<file path="src/spm_regs.vh">
// Register offsets, page codes, field positions and reset values of the SFR map and page extension
`ifndef SPM_REGS_VH
`define SPM_REGS_VH

// System control register 0, present in both SFR areas
`define SPM_SYSCTL0_ADDR        8'hBF
`define SPM_SYSCTL0_RESET       8'h04
`define SPM_SYSCTL0_ONES        8'h04
`define SPM_SYSCTL0_RW_MASK     8'h11
`define SPM_MAP_SELECT_BIT      0
`define SPM_INT_STRUCT_BIT      4

// Port module page-select register, standard area only
`define SPM_PAGE_ADDR           8'hB2
`define SPM_PAGE_WIDTH          3
`define SPM_PAGE_MASK           8'h07
`define SPM_PAGE_RESET          3'h0

// Pages of the port module
`define SPM_PAGE_ALT            3'h2
`define SPM_PAGE_PAD            3'h3

// Alternate-function select registers
`define SPM_P1_ALT1_ADDR        8'h91
`define SPM_P5_ALT0_ADDR        8'h92
`define SPM_P5_ALT1_ADDR        8'h93
`define SPM_P3_ALT0_ADDR        8'hB0
`define SPM_P3_ALT1_ADDR        8'hB1
`define SPM_P4_ALT0_ADDR        8'hC8
`define SPM_P4_ALT1_ADDR        8'hC9
`define SPM_ALT_RESET           8'h00

// Open-drain and drive-strength registers
`define SPM_PORT0_OPEN_DRAIN_ADDR          8'h80
`define SPM_PORT0_DRIVE_STRENGTH_ADDR          8'h86
`define SPM_PORT1_OPEN_DRAIN_ADDR          8'h90
`define SPM_PORT1_DRIVE_STRENGTH_ADDR          8'h91
`define SPM_PORT5_OPEN_DRAIN_ADDR          8'h92
`define SPM_PORT5_DRIVE_STRENGTH_ADDR          8'h93
`define SPM_PORT3_OPEN_DRAIN_ADDR          8'hB0
`define SPM_PORT3_DRIVE_STRENGTH_ADDR          8'hB1
`define SPM_PORT4_OPEN_DRAIN_ADDR          8'hC8
`define SPM_PORT4_DRIVE_STRENGTH_ADDR          8'hC9
`define SPM_OD_RESET            8'h00
`define SPM_DS_RESET            8'hFF

// Number of paged cells
`define SPM_NUM_CELLS           17

`endif

</file>
<file path="src/spm_sfr_map.v">
// SFR map select, port page decode and paged port configuration registers
//
// Notes on behaviour
// Bit 0 of the system control register picks the standard area when clear and the mapped area when set.
// Bit 2 of the system control register always reads as one whatever is written.
// Bits 7 to 5, 3 and 1 of the system control register always read as zero.
// The system control register resets to 04 hex, so the standard area is selected.
// Software changes the map bit by read-modify-write and leaves the other bits alone.
// The 8-bit address plus the map bit give 512 locations, 256 in each area.
// Paged registers are decoded from the page field as well as the SFR address.
// Software writes the page field before touching a paged register.
// Page count and registers per page are set per module by parameters.
// A paged register answers only when both the map bit and the page field match its own values.
// In the standard area on page 3 the open-drain registers hold 8 read-write bits reset to 00.
// On that page the drive-strength registers hold 8 read-write bits reset to FF.
// The alternate-select registers hold 8 read-write bits each, reset to 00.
// An address with no register behind it reads zero and ignores writes without side effects.
// A write to the map bit or page field governs the very next access with no wait.
`timescale 1ns/1ns
`default_nettype none

`include "spm_regs.vh"

module spm_sfr_map (
  // Clock and reset
  input  wire       i_mclk,
  input  wire       i_rst_n,
  // SFR access from the CPU core
  input  wire [7:0] i_sfr_addr,
  input  wire       i_sfr_wr,
  input  wire       i_sfr_rd,
  input  wire [7:0] i_sfr_wdata,
  output reg  [7:0] o_sfr_rdata,
  // System control state
  output wire       o_sfr_map_select,
  output wire       o_interrupt_structure_select,
  output wire [2:0] o_module_page_select,
  // Alternate-function selects
  output wire [7:0] o_port1_alt_select_1,
  output wire [7:0] o_port5_alt_select_0,
  output wire [7:0] o_port5_alt_select_1,
  output wire [7:0] o_port3_alt_select_0,
  output wire [7:0] o_port3_alt_select_1,
  output wire [7:0] o_port4_alt_select_0,
  output wire [7:0] o_port4_alt_select_1,
  // Open-drain controls
  output wire [7:0] o_port0_open_drain,
  output wire [7:0] o_port1_open_drain,
  output wire [7:0] o_port5_open_drain,
  output wire [7:0] o_port3_open_drain,
  output wire [7:0] o_port4_open_drain,
  // Drive-strength controls
  output wire [7:0] o_port0_drive_strength,
  output wire [7:0] o_port1_drive_strength,
  output wire [7:0] o_port5_drive_strength,
  output wire [7:0] o_port3_drive_strength,
  output wire [7:0] o_port4_drive_strength
);

  // Cell table, cell 0 in the low byte of each vector
  localparam integer NCELL = `SPM_NUM_CELLS;

  localparam [NCELL*8-1:0] CELL_ADDR = {
    `SPM_PORT4_DRIVE_STRENGTH_ADDR,   `SPM_PORT4_OPEN_DRAIN_ADDR,
    `SPM_PORT3_DRIVE_STRENGTH_ADDR,   `SPM_PORT3_OPEN_DRAIN_ADDR,
    `SPM_PORT5_DRIVE_STRENGTH_ADDR,   `SPM_PORT5_OPEN_DRAIN_ADDR,
    `SPM_PORT1_DRIVE_STRENGTH_ADDR,   `SPM_PORT1_OPEN_DRAIN_ADDR,
    `SPM_PORT0_DRIVE_STRENGTH_ADDR,   `SPM_PORT0_OPEN_DRAIN_ADDR,
    `SPM_P4_ALT1_ADDR, `SPM_P4_ALT0_ADDR,
    `SPM_P3_ALT1_ADDR, `SPM_P3_ALT0_ADDR,
    `SPM_P5_ALT1_ADDR, `SPM_P5_ALT0_ADDR,
    `SPM_P1_ALT1_ADDR
  };

  // Page of each cell, same order
  localparam [NCELL*3-1:0] CELL_PAGE = {
    {10{`SPM_PAGE_PAD}},
    {7{`SPM_PAGE_ALT}}
  };

  // Reset value of each cell, same order
  localparam [NCELL*8-1:0] CELL_RESET = {
    `SPM_DS_RESET,  `SPM_OD_RESET,
    `SPM_DS_RESET,  `SPM_OD_RESET,
    `SPM_DS_RESET,  `SPM_OD_RESET,
    `SPM_DS_RESET,  `SPM_OD_RESET,
    `SPM_DS_RESET,  `SPM_OD_RESET,
    {7{`SPM_ALT_RESET}}
  };

  // Reset image of the system control register, so the map bit is picked by position
  localparam [7:0] SYSCTL_RST = `SPM_SYSCTL0_RESET;

  // Synchronised reset
  reg                 rst_meta_q;
  reg                 rst_sync_q;
  wire                rst_n;

  // Control state
  reg                 map_q;
  reg                 interrupt_structure_select_q;
  reg  [2:0]          page_q;

  // Cell wiring
  wire [NCELL-1:0]    cell_hit;
  wire [NCELL*8-1:0]  cell_q;

  // Decoding of the unpaged registers
  wire                sysctl_hit;
  wire                page_hit;
  wire [7:0]          sysctl_view;

  // Read path
  reg  [7:0]          rdata_d;
  integer             k;

  // Reset release through two flip-flops, assertion stays asynchronous
  always @(posedge i_mclk or negedge i_rst_n) begin
    if (!i_rst_n) begin
      rst_meta_q <= 1'b0;
      rst_sync_q <= 1'b0;
    end else begin
      rst_meta_q <= 1'b1;
      rst_sync_q <= rst_meta_q;
    end
  end

  assign rst_n = rst_sync_q;

  // System control register seen in both areas, page register only in the standard area
  assign sysctl_hit = (i_sfr_addr == `SPM_SYSCTL0_ADDR);
  assign page_hit   = (i_sfr_addr == `SPM_PAGE_ADDR) && !map_q;

  // Reserved bits are constants, only two bits are stored
  assign sysctl_view = `SPM_SYSCTL0_ONES
                     | ({7'h00, map_q} << `SPM_MAP_SELECT_BIT)
                     | ({7'h00, interrupt_structure_select_q} << `SPM_INT_STRUCT_BIT);

  // Map select and interrupt structure bits; other written bits are dropped
  always @(posedge i_mclk or negedge rst_n) begin
    if (!rst_n) begin
      map_q   <= SYSCTL_RST[`SPM_MAP_SELECT_BIT];
      interrupt_structure_select_q <= 1'b0;
    end else if (i_sfr_wr && sysctl_hit) begin
      map_q   <= i_sfr_wdata[`SPM_MAP_SELECT_BIT];
      interrupt_structure_select_q <= i_sfr_wdata[`SPM_INT_STRUCT_BIT];
    end
  end

  // Page field; new value steers the decode from the next cycle on
  always @(posedge i_mclk or negedge rst_n) begin
    if (!rst_n) begin
      page_q <= `SPM_PAGE_RESET;
    end else if (i_sfr_wr && page_hit) begin
      page_q <= i_sfr_wdata[`SPM_PAGE_WIDTH-1:0];
    end
  end

  // One cell per paged register; table above sets address, page and reset
  genvar g;
  generate
    for (g = 0; g < NCELL; g = g + 1) begin : g_cell
      spm_page_cell #(
        .ADDR  (CELL_ADDR[g*8 +: 8]),
        .PAGE  (CELL_PAGE[g*3 +: 3]),
        .RESET (CELL_RESET[g*8 +: 8])
      ) u_cell (
        .i_clk   (i_mclk),
        .i_rst_n (rst_n),
        .i_addr  (i_sfr_addr),
        .i_page  (page_q),
        .i_map   (map_q),
        .i_wr    (i_sfr_wr),
        .i_wdata (i_sfr_wdata),
        .o_hit   (cell_hit[g]),
        .o_q     (cell_q[g*8 +: 8])
      );
    end
  endgenerate

  // Read mux; decodes are exclusive, so OR-ing is safe and misses give zero
  always @* begin
    rdata_d = 8'h00;
    if (sysctl_hit) begin
      rdata_d = sysctl_view;
    end
    if (page_hit) begin
      rdata_d = rdata_d | ({5'h00, page_q} & `SPM_PAGE_MASK);
    end
    for (k = 0; k < NCELL; k = k + 1) begin
      if (cell_hit[k]) begin
        rdata_d = rdata_d | cell_q[k*8 +: 8];
      end
    end
  end

  // Read data registered, held between reads; reads have no side effects
  always @(posedge i_mclk or negedge rst_n) begin
    if (!rst_n) begin
      o_sfr_rdata <= 8'h00;
    end else if (i_sfr_rd) begin
      o_sfr_rdata <= rdata_d;
    end
  end

  // Control state outputs, each from its flip-flop
  assign o_sfr_map_select             = map_q;
  assign o_interrupt_structure_select = interrupt_structure_select_q;
  assign o_module_page_select         = page_q;

  // Alternate-select outputs
  assign o_port1_alt_select_1 = cell_q[0*8 +: 8];
  assign o_port5_alt_select_0 = cell_q[1*8 +: 8];
  assign o_port5_alt_select_1 = cell_q[2*8 +: 8];
  assign o_port3_alt_select_0 = cell_q[3*8 +: 8];
  assign o_port3_alt_select_1 = cell_q[4*8 +: 8];
  assign o_port4_alt_select_0 = cell_q[5*8 +: 8];
  assign o_port4_alt_select_1 = cell_q[6*8 +: 8];

  // Pad control outputs
  assign o_port0_open_drain     = cell_q[7*8 +: 8];
  assign o_port0_drive_strength = cell_q[8*8 +: 8];
  assign o_port1_open_drain     = cell_q[9*8 +: 8];
  assign o_port1_drive_strength = cell_q[10*8 +: 8];
  assign o_port5_open_drain     = cell_q[11*8 +: 8];
  assign o_port5_drive_strength = cell_q[12*8 +: 8];
  assign o_port3_open_drain     = cell_q[13*8 +: 8];
  assign o_port3_drive_strength = cell_q[14*8 +: 8];
  assign o_port4_open_drain     = cell_q[15*8 +: 8];
  assign o_port4_drive_strength = cell_q[16*8 +: 8];

endmodule // spm_sfr_map

`default_nettype wire

</file>
<file path="src/spm_page_cell.v">
// One paged 8-bit read-write SFR, decoded from map select, page field and address
`timescale 1ns/1ns
`default_nettype none

module spm_page_cell #(
  parameter [7:0] ADDR  = 8'h00,
  parameter [2:0] PAGE  = 3'h0,
  parameter [7:0] RESET = 8'h00
) (
  // Clock and reset
  input  wire       i_clk,
  input  wire       i_rst_n,
  // Decode inputs
  input  wire [7:0] i_addr,
  input  wire [2:0] i_page,
  input  wire       i_map,
  input  wire       i_wr,
  input  wire [7:0] i_wdata,
  // Register state
  output wire       o_hit,
  output reg  [7:0] o_q
);

  // Hit needs standard area, own page and own address together
  assign o_hit = (i_map == 1'b0) && (i_page == PAGE) && (i_addr == ADDR);

  // Storage, writes only on a full match
  always @(posedge i_clk or negedge i_rst_n) begin
    if (!i_rst_n) begin
      o_q <= RESET;
    end else if (i_wr && o_hit) begin
      o_q <= i_wdata;
    end
  end

endmodule // spm_page_cell

`default_nettype wire

</file>
<file path="config.mk">
export PLATFORM = sky130hd
export DESIGN_NAME = spm_sfr_map
export DESIGN_NICKNAME = d
export VERILOG_FILES = /design/src/spm_sfr_map.v /design/src/spm_page_cell.v
export VERILOG_INCLUDE_DIRS = /design/src /design/src/src
export SDC_FILE = /design/constraint.sdc
export NUM_CORES = 1
export LEC_CHECK = 0
export ABC_CLOCK_PERIOD_IN_PS = 14100
export BUFFER_PORTS_ARGS = -buffer_cell sky130_fd_sc_hd__buf_4
export CAP_MARGIN = 20
export CORE_ASPECT_RATIO = 0.9
export CORE_UTILIZATION = 35
export CTS_CLUSTER_SIZE = 8
export DETAILED_ROUTE_END_ITERATION = 12
export PLACE_DENSITY = 0.68
export SETUP_SLACK_MARGIN = 0.1
export SYNTH_ARGS = -nofsm -noshare
export SYNTH_HDL_FRONTEND = slang
export SYNTH_SLANG_ARGS = --single-unit
</file>
<file path="constraint.sdc">
create_clock -name i_mclk -period 14.1 [get_ports i_mclk]
set_input_delay 0.705 -clock i_mclk [delete_from_list [all_inputs] [get_ports i_mclk]]
set_output_delay 0.705 -clock i_mclk [all_outputs]
set_load 0.005 [all_outputs]
</file>
==> parameters.txt, run 1 <==
Parameter                              Value

Run status
  Status    finished clean

Drt
  Number of DRC violations after detailed routing    0
  Remaining number of nets flagged by the antenna check after routing    0
  Total vias in the final route    5738
  Routed via count divided by cell count    5.715
  Wire per inst    24.67 µm
  Post-detailed-routing wire length    24770 µm
  Number of detailed-routing iterations run before antenna repair    5
  Initial detailed-routing violation count    551

Layout
  Area added between synthesis and finish    28.28%
  Fraction of final layout cells sized beyond drive strength 1    59.89%
  Fillers    1922
  Most frequent standard cell in the layout excluding fill and tap cells    sky130_fd_sc_hd__buf_4
  Final #Nets    725
  Highest-count cells in the layout ignoring fill and taps    sky130_fd_sc_hd__buf_4 (173), sky130_fd_sc_hd__mux2_2 (149), sky130_fd_sc_hd__dfrtp_1 (110)
  Number of diodes    0
  Final standard cell utilization of the core    45.69%

Run
  Reported max-cap violation count    0

Place
  Minimum setup slack after placement    11.07 ns
  Routability Congestion    0.9605
  Count of buffers from port buffering    168
  DPL Wire Length    18000 µm

Clock tree
  Number of H-tree levels    4
  CTS sink cnt    151
  Clock tree from TritonCTS    yes
  Worst-Skew Late Latency    0.43 ns
  Total clock buffers created by CTS    17
  Root cell of the clock tree    sky130_fd_sc_hd__clkbuf_16
  CTS Buffer Depth    2
  Setup Fix Bufs, Post-CTS    0
  # resized after CTS    0
  Clock slew at the register clock pins of the worst setup and hold paths    0.06 ns
  Hold bufs inserted after CTS    0

Power
  Maximum VDD drop    0.00006946 V
  Overall power after layout    0.0009631 W
  Power Density    101.5 nW/µm²
  Leakage    4.515 nW

Synth
  Flip-flop and latch count after synthesis    151
  Number of synthesized flops with an enable pin    0
  Biggest area consumer among synthesized cells    sky130_fd_sc_hd__dfrtp_1
  Net count of the mapped netlist    569
  Area contributors post-synth    sky130_fd_sc_hd__dfrtp_1 (38%), sky130_fd_sc_hd__mux2_2 (23%), sky130_fd_sc_hd__dfstp_2 (14%)
  Post-synthesis instance area    7397 µm²
  Portion of synthesized cell area occupied by the leading cell type    37.55%
  Cells after synthesis    549
  Part of the Yosys area used for sequential elements    51.76%
  Mean area per synthesized cell    13.47 µm²
  Most used flip-flop cell after synthesis    sky130_fd_sc_hd__dfrtp_1
  Number of distinct library cells after synthesis    66
  Synth warn    0
  Proportion of synthesized flip-flops having asynchronous set or reset    100.0%

Floorplanning
  I/O Pins    169
  Initial cell density of the core    35.61%
  Chip Height    139.9 µm
  Core Rows    50
  Die width    155.2 µm
  Total Die Area    21720 µm²
  Core area    20770 µm²

STA
  Share of the clock period used by the worst path    20.69%
  Max Clock Skew    0.007854 ns
  Fin. max-slew vios    0
  Count of endpoints failing setup in the final report    0
  Post-Route Hold Slack    0.04621 ns
  Max_slew headroom    32.49%
  Setup repair after global routing missed its margin    false
  Post-route setup slack    11.18 ns
  Number of failing hold endpoints at the final stage    0
  Min Tclk post-route    2.917 ns
  Peak clock frequency supported by timing    0.3428 GHz
  Setup TNS after final layout    0 ns
  Transition at the pin with the smallest max-transition slack    1.013 ns

GRT
  Initial antenna violation count    0
  Via count of the first global-routing pass    5658
  Maximum number of pins on one net before global-route repair    77
  Leftover overflow at the end of global routing    0
  Global-route wire length before repair    36960 µm
  Total Routing Usage GR    23.34%

Setup path
  Startpoint of the most critical register-to-register path    o_module_page_select[0]
  Register-to-register setup slack    11.18 ns
  Worst Path Arrival    3.23 ns
  Worst reg2reg endpoint    g_cell[13].u_cell.o_q[7]
  Category of the most critical setup path    reg -> reg
  Critical path endpoint    g_cell[13].u_cell.o_q[7]
  Maximum fanout encountered on the critical timing path    22
  Launching instance or port of the critical path    o_module_page_select[0]
  Worst setup EP type    register
  R2R cell count    4
  Required arrival time at the worst endpoint    14.41 ns
  Type of element launching the critical path    register

Min path
  Min-delay worst type    in -> async
## state kept, by name, indices dropped and copies added (netlist names)
register / cells
g_cell.u_cell.o_q: 136
o_interrupt_structure_select: 1
o_module_page_select: 3
o_sfr_map_select: 1
o_sfr_rdata: 8
rst_meta_q: 1
rst_n: 1
## critical path, stage by stage, from the launching register on
cell and delay [ns]:
sky130_fd_sc_hd__dfrtp_1 1.01, sky130_fd_sc_hd__or4bb_1 0.75, sky130_fd_sc_hd__nor2_4 0.28, sky130_fd_sc_hd__nand3_2 0.36, sky130_fd_sc_hd__mux2_2 0.39
## where the power goes
| part | total, W | switching [W] | leakage, nW | internal, W |
|---|---|---|---|---|
| sequential | 0.000446 | 0.00000887 | 1.95 | 0.000437 |
| clock | 0.000471 | 0.000184 | 0.292 | 0.000287 |
| combinational | 0.0000459 | 0.0000302 | 2.28 | 0.0000158 |
## through the flow
stage | instance area (µm²) | std cells
6_report | 9489 | 1004
5_1_grt | 9489 | 1004
4_1_cts | 9489 | 1004
3_5_place_dp | 8882 | 972
3_3_place_gp | 8882 | 972
2_1_floorplan | 7397 | 549
## layer usage
| metal | GRT usage [%] | part of all wire (%) | vias to the layer above |
|---|---|---|---|
| li1 | - | - | 2424 |
| met1 | 33.59 | 46 | 2984 |
| met2 | 34.64 | 45 | 292 |
| met3 | 5.879 | 6.9 | 38 |
| met4 | 6.656 | 2.1 | 0 |
| met5 | 0 | 0 | - |
## logic make-up (layout without fill, tap and decap cells)
family / after synthesis / count (layout) / synth area share (%)
and+or+nand+nor: 108 / 108 / 10.49
other: 1 / 1 / 0.05070
muxes: 176 / 176 / 27.22
AOI/OAI and AO/OA: 73 / 73 / 7.713
DFF: 151 / 151 / 51.76
buffers and inverters: 40 / 209 / 2.774
## synthesized netlist by cell type, drive strengths merged, types with 4 or more instances
master,count
nor4b,5
o211ai,7
dfrtp,111
nand2,17
a31oi,6
dfstp,40
a32oi,9
o32a,4
nand3,23
clkbuf,13
mux2i,17
and2,4
nand4,11
nor2,9
nor3,7
inv,4
a22oi,11
buf,23
o21ai,5
nor4,4
mux2,157
a21oi,4
a32o,5
and3,6
## worst min path at each step
stage	start	to	slack [ns]	depth (start not counted)
after global placement	rst_meta_q	rst_n	0.34	0
after CTS	i_rst_n	rst_n	0.03	1
after floorplan	rst_meta_q	rst_n	0.33	0
after global routing	i_rst_n	rst_n	0.03	1
after detailed placement	rst_meta_q	rst_n	0.35	0
final	i_rst_n	rst_n	0.05	1
## layout make-up
| class | count | area, µm² | area share [%] |
|---|---|---|---|
| Inverter | 4 | 15.01 | 0.1582 |
| Tap cell | 286 | 357.8 | 3.771 |
| Multi-Input combinational cell | 358 | 3378 | 35.60 |
| Timing Repair Buffer | 173 | 1299 | 13.69 |
| Sequential cell | 151 | 3832 | 40.39 |
| Clock buffer | 20 | 456.7 | 4.813 |
| Clock inverter | 12 | 150.1 | 1.582 |
Power figures use the tool's default switching activity.
==> run 2: changes to the inputs <==
--- a/config.mk
+++ b/config.mk
@@ -6,7 +6,8 @@
 export SDC_FILE = /design/constraint.sdc
 export NUM_CORES = 1
 export LEC_CHECK = 0
-export ABC_CLOCK_PERIOD_IN_PS = 14100
+export ABC_AREA = 1
+export ABC_CLOCK_PERIOD_IN_PS = 2900
 export BUFFER_PORTS_ARGS = -buffer_cell sky130_fd_sc_hd__buf_4
 export CAP_MARGIN = 20
 export CORE_ASPECT_RATIO = 0.9
==> constraint.sdc (replaced) <==
create_clock -name i_mclk -period 2.9 [get_ports i_mclk]
set_input_delay 0.145 -clock i_mclk [delete_from_list [all_inputs] [get_ports i_mclk]]
set_output_delay 0.145 -clock i_mclk [all_outputs]
set_load 0.005 [all_outputs]
==> parameters.txt, run 2 <==
Parameter                              Value

Drt
  Met2 Wirelength    11930 µm (+7.6%)
  Initial detailed-routing violation count    713 (+29%)
  Number of detailed-routing iterations run before antenna repair    5 (unchanged)
  Met3 Routed Length    2476 µm (+46%)
  Post-detailed-routing wire length    26370 µm (+6.5%)
  Wire per inst    20.27 µm (-18%)
  Routed via count divided by cell count    5.317 (-7.0%)
  Total vias in the final route    6917 (+21%)
  Top Metal Used    met4
  Remaining number of nets flagged by the antenna check after routing    0 (unchanged)
  Number of DRC violations after detailed routing    0 (unchanged)
  Wire length the detailed router placed on met1    11300 µm (-1.5%)

Clock tree
  Root cell of the clock tree    sky130_fd_sc_hd__clkbuf_16
  Worst-Skew Late Latency    0.43 ns (about the same)
  # resized after CTS    0 (unchanged)
  Clock tree from TritonCTS    yes
  Total clock buffers created by CTS    17 (unchanged)
  Number of H-tree levels    4 (unchanged)
  CTS sink cnt    151 (unchanged)
  Clock slew at the register clock pins of the worst setup and hold paths    0.06 ns (about the same)
  Setup Fix Bufs, Post-CTS    0 (unchanged)
  CTS Buffer Depth    2 (unchanged)

Power
  Maximum VDD drop    0.0003603 V (+420%)
  Leakage    4.502 nW (-0.29%)
  Power Density    509.1 nW/µm² (+400%)
  Overall power after layout    0.004718 W (+390%)

STA
  Fin. max-slew vios    0 (unchanged)
  Peak clock frequency supported by timing    0.4328 GHz (+26%)
  Max_slew headroom    35.86% (+3.4 points)
  Share of the clock period used by the worst path    79.68% (+59 points)
  Min Tclk post-route    2.311 ns (-0.6062 ns)
  Setup TNS after final layout    0 ns (unchanged)
  Max Clock Skew    0.009469 ns (+0.001615 ns)
  Transition at the pin with the smallest max-transition slack    0.9611 ns (-0.05157 ns)
  Post-route setup slack    0.5894 ns (-10.59 ns)
  Count of endpoints failing setup in the final report    0 (unchanged)
  Number of failing hold endpoints at the final stage    0 (unchanged)
  Setup repair after global routing missed its margin    false

Place
  Minimum setup slack after placement    0.6703 ns (-10.40 ns)
  Count of buffers from port buffering    168 (unchanged)
  DPL Wire Length    18830 µm (+4.6%)
  Post-Place Cells    1268 (+30%)
  Routability Congestion    0.9322 (-2.9%)

Synth
  Number of distinct library cells after synthesis    25 (-62%)
  Portion of synthesized cell area occupied by the leading cell type    38.25% (+0.70 points)
  Most used flip-flop cell after synthesis    sky130_fd_sc_hd__dfrtp_1
  Area contributors post-synth    sky130_fd_sc_hd__dfrtp_1 (38%), sky130_fd_sc_hd__dfstp_2 (14%), sky130_fd_sc_hd__nand2_1 (14%)
  Synth warn    0 (unchanged)
  Mean area per synthesized cell    8.224 µm² (-39%)
  Biggest area consumer among synthesized cells    sky130_fd_sc_hd__dfrtp_1
  Post-synthesis instance area    7262 µm² (-1.8%)
  Flip-flop and latch count after synthesis    151 (unchanged)
  Number of synthesized flops with an enable pin    0 (unchanged)
  Net count of the mapped netlist    903 (+59%)
  Part of the Yosys area used for sequential elements    52.72% (+0.96 points)
  Cells after synthesis    883 (+61%)
  Cell types with the highest counts after synthesis    sky130_fd_sc_hd__nand2_1 (267), sky130_fd_sc_hd__o21ai_0 (140), sky130_fd_sc_hd__nand3_1 (121)
  Count leader, synth    sky130_fd_sc_hd__nand2_1
  Proportion of synthesized flip-flops having asynchronous set or reset    100.0% (unchanged)

GRT
  Leftover overflow at the end of global routing    0 (unchanged)
  Maximum number of pins on one net before global-route repair    58 (-25%)
  Initial antenna violation count    0 (unchanged)
  Global-route wire length before repair    39500 µm (+6.9%)
  Via count of the first global-routing pass    6426 (+14%)
  Total Routing Usage GR    25.13% (+1.8 points)

Run status
  Status    finished clean

Layout
  Fillers    1964 (+2.2%)
  Max reg flops    136 (unchanged)
  Fraction of final layout cells sized beyond drive strength 1    28.01% (-32 points)
  Most frequent standard cell in the layout excluding fill and tap cells    sky130_fd_sc_hd__nand2_1
  Final #Nets    1053 (+45%)
  Biggest register    g_cell.u_cell.o_q
  Area added between synthesis and finish    27.62%
  Non-Filler Instances    1301 (+30%)
  Number of diodes    0 (unchanged)
  Highest-count cells in the layout ignoring fill and taps    sky130_fd_sc_hd__nand2_1 (267), sky130_fd_sc_hd__buf_4 (172), sky130_fd_sc_hd__o21ai_0 (140)

Floorplanning
  Core Rows    49 (-2.0%)
  Chip Height    138.7 µm (-0.90%)
  Core area    20170 µm² (-2.9%)
  Die width    153.8 µm (-0.91%)
  I/O Pins    169 (unchanged)
  Total Die Area    21330 µm² (-1.8%)
  Initial cell density of the core    36.00% (+0.39 points)

Setup path
  Required arrival time at the worst endpoint    3.23 ns (-11.18 ns)
  Maximum fanout encountered on the critical timing path    30 (+36%)
  Type of element launching the critical path    register
  Worst setup EP type    register
  Category of the most critical setup path    reg -> reg
  Worst Path Arrival    2.64 ns (-0.59 ns)

Run
  Reported max-cap violation count    0 (unchanged)

Min path
  Min-delay worst type    in -> async
-- run 2: changes by cell type after synthesis, moves of 9 or more --
cell,previous run,this run
sky130_fd_sc_hd__nand2_1,13,267
sky130_fd_sc_hd__mux2_2,149,0
sky130_fd_sc_hd__o21ai_0,5,140
sky130_fd_sc_hd__nand3_1,17,121
sky130_fd_sc_hd__nor2_1,7,71
sky130_fd_sc_hd__inv_1,4,32
sky130_fd_sc_hd__mux2i_1,17,0
sky130_fd_sc_hd__a22oi_1,11,0
sky130_fd_sc_hd__nor2_2,0,10
sky130_fd_sc_hd__nor2_4,2,12
sky130_fd_sc_hd__a32oi_1,9,0
-- run 2: power by group --
part           internal, W  switching [W]
clock network      0.00141       0.000934
registers          0.00212      0.0000282
logic            0.0000591       0.000162
total              0.00359        0.00112
-- run 2: repair_timing --
action / 4_1_cts / 5_1_grt
hold endpoints to repair: 2 / 0
setup endpoints to repair: 0 / 0
hold buffers: 1 / 0
-- run 2: final timing paths --
check	start	end	slack, ns	cells past startpoint
worst max-delay path	o_sfr_map_select	g_cell[11].u_cell.o_q[5]	0.59	5
worst max register to register	o_sfr_map_select	g_cell[11].u_cell.o_q[5]	0.59	5
worst min register to register	rst_meta_q	rst_n	0.35	0
min in group i_mclk	i_sfr_rd	o_sfr_rdata[6]	0.09	3
max in group asynchronous	rst_n	g_cell[1].u_cell.o_q[6]	1.60	1
worst min-delay path	i_rst_n	rst_n	0.03	2
-- run 2: worst max-delay path: stages, from the launching register on --
cell and delay, ns:
sky130_fd_sc_hd__dfrtp_1 0.44, sky130_fd_sc_hd__nor2_2 0.19, sky130_fd_sc_hd__nand2_4 0.13, sky130_fd_sc_hd__inv_2 0.50, sky130_fd_sc_hd__nand4_1 0.59, sky130_fd_sc_hd__o21ai_0 0.36
-- run 2: kinds of logic after synthesis --
kind of cell | count (synthesis) | synth area share (%)
AOI/OAI and AO/OA | 145 | 9.993
buffers and inverters | 80 | 5.462
other | 1 | 0.05164
and+or+nand+nor | 506 | 31.77
DFF | 151 | 52.72
-- run 2: area by class of cell --
class | count | area, µm² | area share [%]
clock buffers | 19 | 452.9 | 4.887
clock inverters | 13 | 166.4 | 1.796
inverters | 37 | 138.9 | 1.499
multi-input cells | 652 | 3037 | 32.77
flip-flops and latches | 151 | 3832 | 41.35
well taps | 255 | 319.1 | 3.443
repair buffers | 174 | 1321 | 14.26
-- run 2: routing by layer --
layer | global-route usage (%) | vias to the layer above
met4 | 8.105 | 0
met2 | 38.13 | 352
met3 | 7.219 | 48
li1 | - | 3211
met5 | 0 | -
met1 | 34.48 | 3306
-- run 2: metrics by stage --
| step | hold WS [ns] | cell area [µm²] | utilization (%) |
|---|---|---|---|
| 2_1_floorplan | -0.1506 | 7263 | - |
| 3_3_place_gp | -0.07155 | 8638 | 42.83 |
| 3_5_place_dp | -0.07047 | 8638 | 42.83 |
| 4_1_cts | 0.01298 | 9268 | 45.95 |
| 5_1_grt | 0.02539 | 9268 | 45.95 |
| 6_report | 0.02559 | 9268 | 45.95 |
==> run 3: changes to the inputs <==
--- a/config.mk
+++ b/config.mk
@@ -7,7 +7,7 @@
 export NUM_CORES = 1
 export LEC_CHECK = 0
 export ABC_AREA = 1
-export ABC_CLOCK_PERIOD_IN_PS = 2900
+export ABC_CLOCK_PERIOD_IN_PS = 2300
 export BUFFER_PORTS_ARGS = -buffer_cell sky130_fd_sc_hd__buf_4
 export CAP_MARGIN = 20
 export CORE_ASPECT_RATIO = 0.9
==> constraint.sdc (replaced) <==
create_clock -name i_mclk -period 2.3 [get_ports i_mclk]
set_input_delay 0.115 -clock i_mclk [delete_from_list [all_inputs] [get_ports i_mclk]]
set_output_delay 0.115 -clock i_mclk [all_outputs]
set_load 0.005 [all_outputs]
==> parameters.txt, run 3 (synthesis results as in run 2) <==
Parameter                              Value

Clock tree
  Root cell of the clock tree    sky130_fd_sc_hd__clkbuf_16
  CTS Buffer Depth    2 (unchanged)
  # resized after CTS    0 (unchanged)
  Worst-Skew Late Latency    0.44 ns (about the same)
  Clock tree from TritonCTS    yes
  Clock slew at the register clock pins of the worst setup and hold paths    0.06 ns (about the same)
  Total clock buffers created by CTS    17 (unchanged)
  Setup Fix Bufs, Post-CTS    0 (unchanged)
  Number of H-tree levels    4 (unchanged)
  CTS sink cnt    151 (unchanged)

Floorplanning
  Core Rows    49 (unchanged)
  Chip Height    138.7 µm (unchanged)
  Initial cell density of the core    36.00% (unchanged)
  I/O Pins    169 (unchanged)
  Total Die Area    21330 µm² (unchanged)
  Die width    153.8 µm (unchanged)
  Core area    20170 µm² (unchanged)

STA
  Min Tclk post-route    1.979 ns (-0.3320 ns)
  Max_slew headroom    37.07% (+1.2 points)
  Setup repair after global routing missed its margin    false
  Transition at the pin with the smallest max-transition slack    0.9429 ns (-0.01811 ns)
  Fin. max-slew vios    0 (unchanged)
  Number of failing hold endpoints at the final stage    0 (unchanged)
  Setup TNS after final layout    0 ns (unchanged)
  Peak clock frequency supported by timing    0.5054 GHz (+17%)
  Max Clock Skew    0.009563 ns (+0.00009401 ns)
  Count of endpoints failing setup in the final report    0 (unchanged)
  Share of the clock period used by the worst path    86.03% (+6.4 points)

Drt
  Total vias in the final route    6909 (-0.12%)
  Number of detailed-routing iterations run before antenna repair    5 (unchanged)
  Post-detailed-routing wire length    26770 µm (+1.5%)
  Routed via count divided by cell count    5.282 (-0.65%)
  Remaining number of nets flagged by the antenna check after routing    0 (unchanged)
  Wire per inst    20.46 µm (+0.95%)
  Number of DRC violations after detailed routing    0 (unchanged)
  Initial detailed-routing violation count    738 (+3.5%)

Run status
  Status    finished clean

Power
  Overall power after layout    0.005701 W (+21%)
  Leakage    4.498 nW (about the same)
  Maximum VDD drop    0.0004278 V (+19%)
  Power Density    614.4 nW/µm² (+21%)

Layout
  Biggest register    g_cell.u_cell.o_q
  Highest-count cells in the layout ignoring fill and taps    sky130_fd_sc_hd__nand2_1 (267), sky130_fd_sc_hd__buf_4 (177), sky130_fd_sc_hd__o21ai_0 (140)
  Final #Nets    1060 (+0.66%)
  Area added between synthesis and finish    27.77%
  Max reg flops    136 (unchanged)
  Number of diodes    0 (unchanged)
  Most frequent standard cell in the layout excluding fill and tap cells    sky130_fd_sc_hd__nand2_1
  Fraction of final layout cells sized beyond drive strength 1    28.11% (+0.099 points)

GRT
  Via count of the first global-routing pass    6419 (-0.11%)
  Leftover overflow at the end of global routing    0 (unchanged)
  Total Routing Usage GR    25.57% (+0.43 points)
  Initial antenna violation count    0 (unchanged)
  Global-route wire length before repair    39920 µm (+1.1%)
  Maximum number of pins on one net before global-route repair    48 (-17%)

Place
  DPL Wire Length    19300 µm (+2.5%)
  Count of buffers from port buffering    168 (unchanged)
  Routability Congestion    0.9386 (+0.69%)

Setup path
  Maximum fanout encountered on the critical timing path    17 (-43%)
  Type of element launching the critical path    register
  Worst Path Arrival    2.34 ns (-0.30 ns)
  Worst setup EP type    register
  Required arrival time at the worst endpoint    2.66 ns (-0.57 ns)
  Category of the most critical setup path    reg -> reg

Run
  Reported max-cap violation count    0 (unchanged)

Min path
  Min-delay worst type    in -> reg
[run 3: changes by cell type in the layout (fill, tap and decap cells not counted), sizes merged]
| cell | delta |
|---|---|
| buf | +6 |
| inv | -5 |
| clkbuf | +3 |
| clkinvlp | +3 |
| bufinv | -2 |
| clkinv | +1 |
| dlygate4sd3 | +1 |
[run 3: final timing paths]
| kind | start | end | slack (ns) | cells after the start |
|---|---|---|---|---|
| max | o_module_page_select[2] | o_sfr_rdata[6] | 0.32 | 10 |
| max in group asynchronous | rst_n | g_cell[2].u_cell.o_q[0] | 1.26 | 1 |
| max reg2reg | o_module_page_select[2] | o_sfr_rdata[6] | 0.32 | 10 |
| min reg2reg | rst_n | g_cell[13].u_cell.o_q[3] | 0.34 | 0 |
| min in group asynchronous | rst_n | g_cell[13].u_cell.o_q[3] | 0.34 | 0 |
| min | i_sfr_rd | o_sfr_rdata[6] | 0.07 | 3 |
[run 3: repair_timing]
item                                   4_1_cts  5_1_grt
endpoints found under the hold margin        2        0
setup endpoints to repair                    0        0
hold buffers                                 2        0
[run 3: area by class of cell]
class / count / area, µm²
clock buffer: 22 / 464.2
clock inverter: 10 / 98.84
fill: 1957 / 10890
inverter: 37 / 138.9
multi-input combinational: 652 / 3037
sequential: 151 / 3832
tap: 255 / 319.1
timing repair buffer: 181 / 1389
[run 3: stage by stage]
stage               hold slack [ns]  setup WS [ns]  std cells  util [%]  area (µm²)
floorplan                   -0.1806         0.7438        883         -        7266
global placement            -0.1010         0.3983       1274     43.11        8696
detailed placement          -0.1009         0.3845       1274     43.11        8696
CTS                         0.06174         0.3515       1308     46.00        9279
global route                0.07138         0.1360       1308     46.00        9279
finish                      0.06975         0.3214       1308     46.00        9279
[run 3: report_power, final]
group          total, W  switching, W  internal [W]
clock           0.00270       0.00115       0.00155
sequential      0.00271     0.0000336       0.00268
combinational  0.000291      0.000211     0.0000803
total           0.00570       0.00140       0.00431
[run 3: per-layer routing]
layer / up-vias / track usage [%] / wire (µm)
met5: - / 0 / 0
met4: 0 / 7.895 / 488
met3: 35 / 6.156 / 2454
met2: 351 / 38.66 / 11880
met1: 3310 / 36.09 / 11940
li1: 3213 / - / -
[run 3: critical path, cell delays in order (launching register included)]
cell and delay, ns:
sky130_fd_sc_hd__dfrtp_1 0.44, sky130_fd_sc_hd__nor2_2 0.19, sky130_fd_sc_hd__nand2_4 0.12, sky130_fd_sc_hd__inv_2 0.32, sky130_fd_sc_hd__buf_4 0.29, sky130_fd_sc_hd__nand3_1 0.09, sky130_fd_sc_hd__nand2_1 0.12, sky130_fd_sc_hd__nor2_1 0.07
sky130_fd_sc_hd__nand3_1 0.11, sky130_fd_sc_hd__nor2_1 0.05, sky130_fd_sc_hd__nor2_1 0.09
